==> config.mk <==
export PLATFORM = sky130hd
export DESIGN_NAME = external_bus_interface
export DESIGN_NICKNAME = d
export VERILOG_FILES = /design/src/rtl/bank_decode.v /design/src/rtl/lane_pack.v /design/src/rtl/external_bus_interface.v
export VERILOG_INCLUDE_DIRS = /design/src /design/src/rtl
export SDC_FILE = /design/constraint.sdc
export NUM_CORES = 1
export LEC_CHECK = 0
export ABC_AREA = 1
export BUFFER_PORTS_ARGS = -buffer_cell sky130_fd_sc_hd__buf_2
export CORE_MARGIN = 5
export CORE_UTILIZATION = 30
export CTS_BUF_LIST = sky130_fd_sc_hd__clkbuf_8 sky130_fd_sc_hd__clkbuf_16
export DETAILED_ROUTE_END_ITERATION = 8
export SLEW_MARGIN = 10
export SYNTH_ARGS = -nofsm -noshare
export SYNTH_HDL_FRONTEND = slang
export SYNTH_SLANG_ARGS = --single-unit
==> constraint.sdc <==
create_clock -name clock_i -period 6 [get_ports clock_i]
set_input_delay 1.2 -clock clock_i [delete_from_list [all_inputs] [get_ports clock_i]]
set_output_delay 1.2 -clock clock_i [all_outputs]
set_load 0.01 [all_outputs]
==> src/rtl/ebi_defs.vh <==
// Purpose: Constants for the external bus interface
// Assumes: 32-bit register port, word aligned offsets
// Notes: Bank regions are fixed 32 MB windows picked by address bits 27:25
`ifndef EBI_DEFS_VH
`define EBI_DEFS_VH

// Register offsets
`define EBI_BANK_CFG_BASE 8'h00
`define EBI_STATUS 8'h20

// Bank configuration fields
`define EBI_CFG_CYC_LSB 0
`define EBI_CFG_CYC_MSB 3
`define EBI_CFG_SIZE_LSB 4
`define EBI_CFG_SIZE_MSB 6
`define EBI_CFG_WID_LSB 8
`define EBI_CFG_WID_MSB 9
`define EBI_CFG_RESET 10'h00F

// Status fields
`define EBI_ST_WID_LSB 0
`define EBI_ST_WID_MSB 1
`define EBI_ST_TEST 2
`define EBI_ST_BUSY 3
`define EBI_ST_HOLD 4
`define EBI_ST_STRAP_RESET 2'h0

// Width codes
`define EBI_WID_8 2'h0
`define EBI_WID_16 2'h1
`define EBI_WID_32 2'h2
`define EBI_WID_TEST 2'h3

// Bank address slicing
`define EBI_BANK_LSB 25
`define EBI_BANK_MSB 27

`endif

==> src/rtl/bank_decode.v <==
// Purpose: Maps a system address onto one bank chip select
// Assumes: Eight fixed 32 MB windows, each trimmed by a size code
// Notes: Size code n keeps the low (32 MB >> n) of the window
`timescale 1ns/1ps
`include "ebi_defs.vh"
module bank_decode #(
    parameter BANKS = 8
) (
    input wire [27:0] addr_i,
    input wire [3*BANKS-1:0] size_i,
    output reg [BANKS-1:0] sel_o,
    output reg hit_o
);
    integer i;
    reg [2:0] bank;
    reg [2:0] code;
    reg [24:0] limit;

    // One-hot select, clear when the offset overruns the region
    always @* begin
        bank = addr_i[`EBI_BANK_MSB:`EBI_BANK_LSB];
        code = 3'h0;
        for (i = 0; i < BANKS; i = i + 1) begin
            if (bank == i[2:0]) begin
                code = size_i[3*i +: 3];
            end
        end
        limit = 25'h1FFFFFF >> code;
        hit_o = (addr_i[24:0] <= limit);
        sel_o = {BANKS{1'b0}};
        for (i = 0; i < BANKS; i = i + 1) begin
            if (hit_o && bank == i[2:0]) begin
                sel_o[i] = 1'b1;
            end
        end
    end
endmodule // bank_decode

==> src/rtl/lane_pack.v <==
// Purpose: Steers data and byte lanes for 8, 16 and 32-bit banks
// Assumes: One beat per access, no wider than the bank port
// Notes: Narrow ports use the low lanes of the data bus
`timescale 1ns/1ps
`include "ebi_defs.vh"
module lane_pack (
    input wire [1:0] width_i,
    input wire [1:0] addr_lo_i,
    input wire [31:0] wdata_i,
    input wire [3:0] be_i,
    input wire [31:0] pin_data_i,
    output reg [31:0] pin_data_o,
    output reg [3:0] lanes_o,
    output reg [31:0] rdata_o
);
    // Shift the addressed byte or halfword down to lane 0
    always @* begin
        case (width_i)
            `EBI_WID_8: begin
                pin_data_o = wdata_i >> {addr_lo_i, 3'h0};
                lanes_o = {3'h0, |(be_i & (4'h1 << addr_lo_i))};
                rdata_o = {24'h000000, pin_data_i[7:0]} << {addr_lo_i, 3'h0};
            end
            `EBI_WID_16: begin
                pin_data_o = addr_lo_i[1] ? {16'h0000, wdata_i[31:16]} : wdata_i;
                lanes_o = addr_lo_i[1] ? {2'h0, be_i[3:2]} : {2'h0, be_i[1:0]};
                rdata_o = addr_lo_i[1] ? {pin_data_i[15:0], 16'h0000} : {16'h0000, pin_data_i[15:0]};
            end
            default: begin
                pin_data_o = wdata_i;
                lanes_o = be_i;
                rdata_o = pin_data_i;
            end
        endcase
    end
endmodule // lane_pack

==> src/rtl/external_bus_interface.v <==
// Purpose: External memory bus controller with bank decode and bus hold
// Assumes: Pins synchronous to clock_i; board straps steady through reset
// Notes: One request at a time; register port has no wait states
// Behaviour
// - Strap pins set bank 0 width, 11 test
// - Strap level caught while reset is high
// - Address outputs carry offset within bank
// - Data bus sampled on reads, driven on writes
// - Chip select active when address hits bank
// - Software sets access cycles and bank size
// - Write strobe low marks write cycle
// - Read strobe low marks read cycle
// - Four low byte lane enables, write/SRAM
// - Acknowledge only after bus released
// - Wait input low holds current cycle
`timescale 1ns/1ps
`include "ebi_defs.vh"
module external_bus_interface #(
    parameter BANKS = 8
) (
    input wire clock_i,
    input wire srst_i,
    input wire [1:0] boot_width_select_i,
    // Register port
    input wire [7:0] reg_addr_i,
    input wire [31:0] reg_wdata_i,
    input wire reg_we_i,
    input wire reg_re_i,
    output wire [31:0] reg_rdata_o,
    // Internal access request
    input wire req_valid_i,
    input wire req_write_i,
    input wire [27:0] req_addr_i,
    input wire [31:0] req_wdata_i,
    input wire [3:0] req_be_i,
    output wire req_ready_o,
    output wire req_done_o,
    output wire req_error_o,
    output wire [31:0] req_rdata_o,
    // Memory pins
    output wire [24:0] addr_o,
    input wire [31:0] data_i,
    output wire [31:0] data_o,
    output wire data_oe_n_o,
    output wire [BANKS-1:0] bank_select_n_o,
    output wire write_strobe_n_o,
    output wire read_strobe_n_o,
    output wire [3:0] write_byte_lane_n_o,
    output wire [3:0] sram_byte_lane_n_o,
    output wire ctrl_oe_n_o,
    input wire cycle_extend_n_i,
    input wire bus_hold_request_n_i,
    output wire bus_hold_ack_n_o,
    output wire test_mode_o
);
    localparam [3:0] ST_IDLE = 4'h1;
    localparam [3:0] ST_ACCESS = 4'h2;
    localparam [3:0] ST_RELEASE = 4'h4;
    localparam [3:0] ST_HOLD = 4'h8;

    reg [3:0] state_q, state_d;
    reg [1:0] strap_q;
    reg [9:0] cfg_q [0:BANKS-1];
    reg [31:0] reg_rdata_q;
    reg [3:0] cnt_q, cnt_d;
    reg [24:0] addr_q, addr_d;
    reg [31:0] data_q, data_d;
    reg [BANKS-1:0] sel_q, sel_d;
    reg [3:0] lanes_q, lanes_d;
    reg write_q, write_d;
    reg [1:0] width_q, width_d;
    reg [1:0] lo_q, lo_d;
    reg [31:0] rdata_q;
    reg done_q, done_d;
    reg error_q, error_d;
    reg ack_q, ack_d;

    wire [3*BANKS-1:0] size_flat;
    wire [BANKS-1:0] dec_sel;
    wire dec_hit;
    wire [31:0] pack_data;
    wire [3:0] pack_lanes;
    wire [31:0] unpack_rdata;
    wire [2:0] req_bank;
    wire [1:0] req_width;
    wire [1:0] boot_width;
    wire [3:0] req_cycles;
    wire idle;
    wire hold_wanted;
    integer i;

    // Flatten size codes for the decoder
    genvar g;
    generate
        for (g = 0; g < BANKS; g = g + 1) begin : g_size
            assign size_flat[3*g +: 3] = cfg_q[g][`EBI_CFG_SIZE_MSB:`EBI_CFG_SIZE_LSB];
        end
    endgenerate

    bank_decode #(
        .BANKS(BANKS)
    ) u_decode (
        .addr_i(req_addr_i),
        .size_i(size_flat),
        .sel_o(dec_sel),
        .hit_o(dec_hit)
    );

    // Write path steering uses the incoming request
    lane_pack u_wpack (
        .width_i(req_width),
        .addr_lo_i(req_addr_i[1:0]),
        .wdata_i(req_wdata_i),
        .be_i(req_be_i),
        .pin_data_i(32'h00000000),
        .pin_data_o(pack_data),
        .lanes_o(pack_lanes),
        .rdata_o()
    );

    // Read path steering uses the latched access
    lane_pack u_rpack (
        .width_i(width_q),
        .addr_lo_i(lo_q),
        .wdata_i(32'h00000000),
        .be_i(4'h0),
        .pin_data_i(data_i),
        .pin_data_o(),
        .lanes_o(),
        .rdata_o(unpack_rdata)
    );

    // Strap decode; test pattern runs bank 0 as 32-bit
    assign boot_width = (strap_q == `EBI_WID_TEST) ? `EBI_WID_32 : strap_q;
    assign test_mode_o = (strap_q == `EBI_WID_TEST);
    assign req_bank = req_addr_i[`EBI_BANK_MSB:`EBI_BANK_LSB];
    assign req_width = (req_bank == 3'h0) ? boot_width :
        cfg_q[req_bank][`EBI_CFG_WID_MSB:`EBI_CFG_WID_LSB];
    assign req_cycles = cfg_q[req_bank][`EBI_CFG_CYC_MSB:`EBI_CFG_CYC_LSB];

    assign idle = state_q[0];
    assign hold_wanted = ~bus_hold_request_n_i;
    assign req_ready_o = idle & ~hold_wanted;

    // Access and hold sequencing
    always @* begin
        state_d = state_q;
        cnt_d = cnt_q;
        addr_d = addr_q;
        data_d = data_q;
        sel_d = sel_q;
        lanes_d = lanes_q;
        write_d = write_q;
        width_d = width_q;
        lo_d = lo_q;
        done_d = 1'b0;
        error_d = 1'b0;
        ack_d = ack_q;
        case (state_q)
            ST_IDLE: begin
                if (hold_wanted) begin
                    state_d = ST_RELEASE;
                end else if (req_valid_i) begin
                    if (dec_hit) begin
                        state_d = ST_ACCESS;
                        cnt_d = req_cycles;
                        addr_d = req_addr_i[24:0];
                        sel_d = dec_sel;
                        data_d = pack_data;
                        lanes_d = pack_lanes;
                        write_d = req_write_i;
                        width_d = req_width;
                        lo_d = req_addr_i[1:0];
                    end else begin
                        error_d = 1'b1;
                    end
                end
            end
            ST_ACCESS: begin
                if (cnt_q != 4'h0) begin
                    cnt_d = cnt_q - 4'h1;
                end else if (cycle_extend_n_i) begin
                    state_d = ST_IDLE;
                    sel_d = {BANKS{1'b0}};
                    lanes_d = 4'h0;
                    write_d = 1'b0;
                    done_d = 1'b1;
                end
            end
            ST_RELEASE: begin
                // Pins already released; acknowledge follows
                state_d = ST_HOLD;
                ack_d = 1'b1;
            end
            ST_HOLD: begin
                if (!hold_wanted) begin
                    state_d = ST_IDLE;
                    ack_d = 1'b0;
                end
            end
            default: begin
                state_d = ST_IDLE;
                ack_d = 1'b0;
            end
        endcase
    end

    always @(posedge clock_i) begin
        if (srst_i) begin
            state_q <= ST_IDLE;
            cnt_q <= 4'h0;
            addr_q <= 25'h0000000;
            data_q <= 32'h00000000;
            sel_q <= {BANKS{1'b0}};
            lanes_q <= 4'h0;
            write_q <= 1'b0;
            width_q <= `EBI_WID_8;
            lo_q <= 2'h0;
            done_q <= 1'b0;
            error_q <= 1'b0;
            ack_q <= 1'b0;
        end else begin
            state_q <= state_d;
            cnt_q <= cnt_d;
            addr_q <= addr_d;
            data_q <= data_d;
            sel_q <= sel_d;
            lanes_q <= lanes_d;
            write_q <= write_d;
            width_q <= width_d;
            lo_q <= lo_d;
            done_q <= done_d;
            error_q <= error_d;
            ack_q <= ack_d;
        end
    end

    // Strap follows the pins through reset and freezes at release
    always @(posedge clock_i) begin
        if (srst_i) begin
            strap_q <= boot_width_select_i;
        end
    end

    // Read data caught on the completing cycle
    always @(posedge clock_i) begin
        if (srst_i) begin
            rdata_q <= 32'h00000000;
        end else if (state_q == ST_ACCESS && cnt_q == 4'h0 && cycle_extend_n_i && !write_q) begin
            rdata_q <= unpack_rdata;
        end
    end

    // Bank configuration registers
    always @(posedge clock_i) begin
        if (srst_i) begin
            for (i = 0; i < BANKS; i = i + 1) begin
                cfg_q[i] <= `EBI_CFG_RESET;
            end
        end else if (reg_we_i && reg_addr_i < `EBI_STATUS && reg_addr_i[1:0] == 2'h0) begin
            cfg_q[reg_addr_i[4:2]] <= reg_wdata_i[9:0];
        end
    end

    // Register read, answered one cycle later
    always @(posedge clock_i) begin
        if (srst_i) begin
            reg_rdata_q <= 32'h00000000;
        end else if (reg_re_i) begin
            if (reg_addr_i < `EBI_STATUS && reg_addr_i[1:0] == 2'h0) begin
                reg_rdata_q <= {22'h000000, cfg_q[reg_addr_i[4:2]]};
            end else if (reg_addr_i == `EBI_STATUS) begin
                reg_rdata_q <= {27'h0000000, state_q[3] | state_q[2], state_q[1],
                    test_mode_o, boot_width};
            end else begin
                reg_rdata_q <= 32'h00000000;
            end
        end else begin
            reg_rdata_q <= 32'h00000000;
        end
    end

    assign reg_rdata_o = reg_rdata_q;
    assign req_done_o = done_q;
    assign req_error_o = error_q;
    assign req_rdata_o = rdata_q;

    // Pin drive; everything released while the bus is lent
    assign ctrl_oe_n_o = state_q[2] | state_q[3];
    assign addr_o = addr_q;
    assign data_o = data_q;
    assign data_oe_n_o = ~(state_q[1] & write_q);
    assign bank_select_n_o = ~(sel_q & {BANKS{state_q[1]}});
    assign write_strobe_n_o = ~(state_q[1] & write_q);
    assign read_strobe_n_o = ~(state_q[1] & ~write_q);
    assign write_byte_lane_n_o = ~(lanes_q & {4{state_q[1] & write_q}});
    assign sram_byte_lane_n_o = ~(lanes_q & {4{state_q[1]}});
    assign bus_hold_ack_n_o = ~ack_q;
endmodule // external_bus_interface

==> results.cfg <==
[die]
rows = 71
fp.dieArea_um2 = 42230
die_y_um = 205.5
core_area_um2 = 37670
boundaryPins = 292
die_x_um = 205.5
start_util = 0.3044

[timing]
hold_viol = 0
rsz0062_at_grt = false
relSlewSlack = 0.3797
slew_violations = 0
skew_ns = 0.01551
min_period_ns = 4.335
timing.final.crit_share = 0.7225
setup_viol = 0
tightest_slew_ns = 0.9248
max_freq_ghz = 0.2307
setup_tns_ns = 0

[critical_path]
cp.required_ns = 6.42
crit_path_end_kind = flop
worst-path-max-fanout = 54
critical_path_class = input port to flop
critPathArrivalTime_ns = 4.76
start_kind = input port

[clocking]
cts.root.buffer_cell = clkbuf_16
post_cts_resized = 0
cts_made_buffers = 25
clock_latency_ns = 0.53
clk_path_buf_depth = 3
postCtsHoldBufs = 0
clk_pin_slew_ns = 0.06
cts.htree.levels = 1
cts_tree = yes
post_cts_buffers = 0
cts.sinks = 207

[synth]
ys_ff_latch = 207
yosysUniqueCellTypes = 38
yosys_most_used_dff = dfxtp_1
netlist_area_um2 = 11470
synth-compound-area-share = 0.1491
yosysSeqAreaShare = 0.4330
synth_top_family_by_area = simple AND/OR/NAND/NOR gates
avgSynthCellArea_um2 = 7.100
async_flop_share = 0
yosys.area_share.simple = 0.3026
synthAdderAreaFrac = 0.009821
synth.area.mux_share = 0
yosysWarnings = 0
synth_xor_area_frac = 0
syn-instance-count = 1615
synth_edf_count = 82

[drt]
post-route-drc-count = 0
wl_per_cell_um = 16.92
antenna_left = 0
drtPass1Iterations = 6
wl_um = 39560
first_iter_violations = 1101
via_count = 11520
via_per_inst = 4.928

[grt]
grt_overflow_total = 0
track_usage = 0.1755
grt_pass1_vias = 10660
antenna_found_initial = 2
grt_pass1_wl_um = 59110
grt_max_degree = 89

[power]
pwr-share-clk = 0.413
ir_drop_mv = 0.1779
switching_share = 0.2936
leakagePower_nw = 6.114
switchingPower_w = 0.001107
seqPwrFrac = 0.421
p_comb_frac = 0.166
p_int_w = 0.002664
p_per_area_nw_per_um2 = 275.6

[finish]
fill_cells = 4038
nets = 1965
layout_common_cells = nand2_1, nor2_1, buf_2
layout-drive-gt1-share = 0.1907
final_common_cell = nand2_1
fin_cells = 2338
syn_to_final_growth_pct = 19.34

[flow_run]
maxCapViolations = 0

[placed_design]
io_buffers = 247
place_inst = 2294
dp_hpwl_um = 28230
gp_congestion = 0.8696

[run_status]
status = finished, final reports clean

[min_path]
hp-class = flop to flop
==> state kept, by name, summed over array words and instances (netlist names) <==
| name | count |
|---|---|
| write_q | 1 |
| width_q | 2 |
| cfg_q | 80 |
| state_q | 4 |
| req_done_o | 1 |
| sel_q | 8 |
| req_error_o | 1 |
| addr_o | 25 |
| data_o | 32 |
| req_rdata_o | 32 |
| reg_rdata_o | 10 |
| strap_q | 2 |
| lanes_q | 4 |
| ack_q | 1 |
| cnt_q | 4 |
==> worst max-delay path, stage by stage <==
cell and delay [ns]:
buf_2 0.21, inv_2 0.09, nand2_1 0.24, nor2_1 0.16
nand2_1 0.10, nand3_1 0.08, o22ai_1 0.20, nand3_1 0.10
nor2_1 0.22, nand3_1 0.12, ha_1 0.30, nand2_1 0.07
nor2_1 0.18, inv_1 0.06, nor2_1 0.09, nand2_1 0.08
nand2_2 0.10, nand3_2 0.25, buf_4 0.41, nor2_1 0.18
nand3_1 0.13, nand2_1 0.08, inv_1 0.04
==> power by group through the flow <==
stage	clock network (W)	registers, W	logic, W
2_1_floorplan	0	0.00161	0.000441
3_3_place_gp	0	0.00162	0.000614
3_5_place_dp	0	0.00162	0.000625
4_1_cts	0.00159	0.00159	0.000626
5_1_grt	0.00164	0.00160	0.000707
6_report	0.00156	0.00159	0.000625
==> routing by layer <==
metal,vias up,wire length [µm],share of wire,GRT usage
met4,2,1070,0.027,0.04737
met3,72,2944,0.074,0.03294
met2,435,18880,0.48,0.3017
met1,5370,16650,0.42,0.2262
li1,5643,-,-,-
met5,-,11,0.00028,0
==> cell type report <==
cell class,count,area (µm²),area share
Multi-Input combinational cell,1173,5380,0.3932
Sequential cell,207,4965,0.3628
Timing Repair Buffer,257,1311,0.09583
Clock buffer,28,678.2,0.04956
Tap cell,511,639.4,0.04673
Inverter,146,550.5,0.04023
Clock inverter,14,153.9,0.01125
Antenna cell,2,5.005,0.0003658
==> path summary, 6_finish.rpt <==
| path | cells past startpoint | slack (ns) | start | to |
|---|---|---|---|---|
| hold / removal | 2 | 0.46 | req_rdata_o[7] | req_rdata_o[7] |
| setup reg to reg | 19 | 2.66 | cfg_q[1][6] | data_o[15] |
| setup / recovery | 23 | 1.67 | req_addr_i[26] | data_o[15] |
| hold reg to reg | 2 | 0.46 | req_rdata_o[7] | req_rdata_o[7] |
==> Yosys cell counts (5+ instances only) <==
cell type / number / area share
dfxtp_1: 125 / 0.22
inv_1: 127 / 0.042
buf_4: 36 / 0.024
edfxtp_1: 82 / 0.21
nand2_1: 376 / 0.12
nand4_1: 13 / 0.0071
a41oi_1: 5 / 0.0038
a31oi_1: 9 / 0.0049
nor2_1: 267 / 0.087
buf_2: 20 / 0.0087
o211ai_1: 7 / 0.0046
nor2_2: 10 / 0.0055
nand3_1: 124 / 0.054
o22ai_1: 11 / 0.0060
clkbuf_1: 41 / 0.013
buf_6: 11 / 0.011
o21ai_0: 136 / 0.059
nand2_2: 9 / 0.0049
o21a_1: 7 / 0.0046
ha_1: 9 / 0.0098
nor3_1: 8 / 0.0035
a22oi_1: 13 / 0.0085
a21oi_1: 127 / 0.055
inv_2: 15 / 0.0049
==> metrics by stage <==
| stage | area (µm²) | utilization | power [W] | hold WS [ns] | setup WS, ns |
|---|---|---|---|---|---|
| finish | 13680 | 0.3633 | 0.003771 | 0.4616 | 1.665 |
| global route | 13680 | 0.3631 | 0.003940 | 0.4753 | 1.368 |
| global placement | 12850 | 0.3411 | 0.002230 | 0.4506 | 1.217 |
| CTS | 13680 | 0.3631 | 0.003803 | 0.4614 | 1.737 |
| floorplan | 11540 | - | 0.002048 | 0.4393 | 2.393 |
| detailed placement | 12850 | 0.3411 | 0.002242 | 0.4521 | 1.177 |
==> logic make-up (layout without fill, tap and decap cells) <==
logic type                 Yosys count  after routing
and+or+nand+nor                    824            824
buffers and inverters              256            445
AOI/OAI and AO/OA                  318            318
DFF                                207            207
other                                1             24
adders and majority gates            9              9
Power figures use the tool's default switching activity.
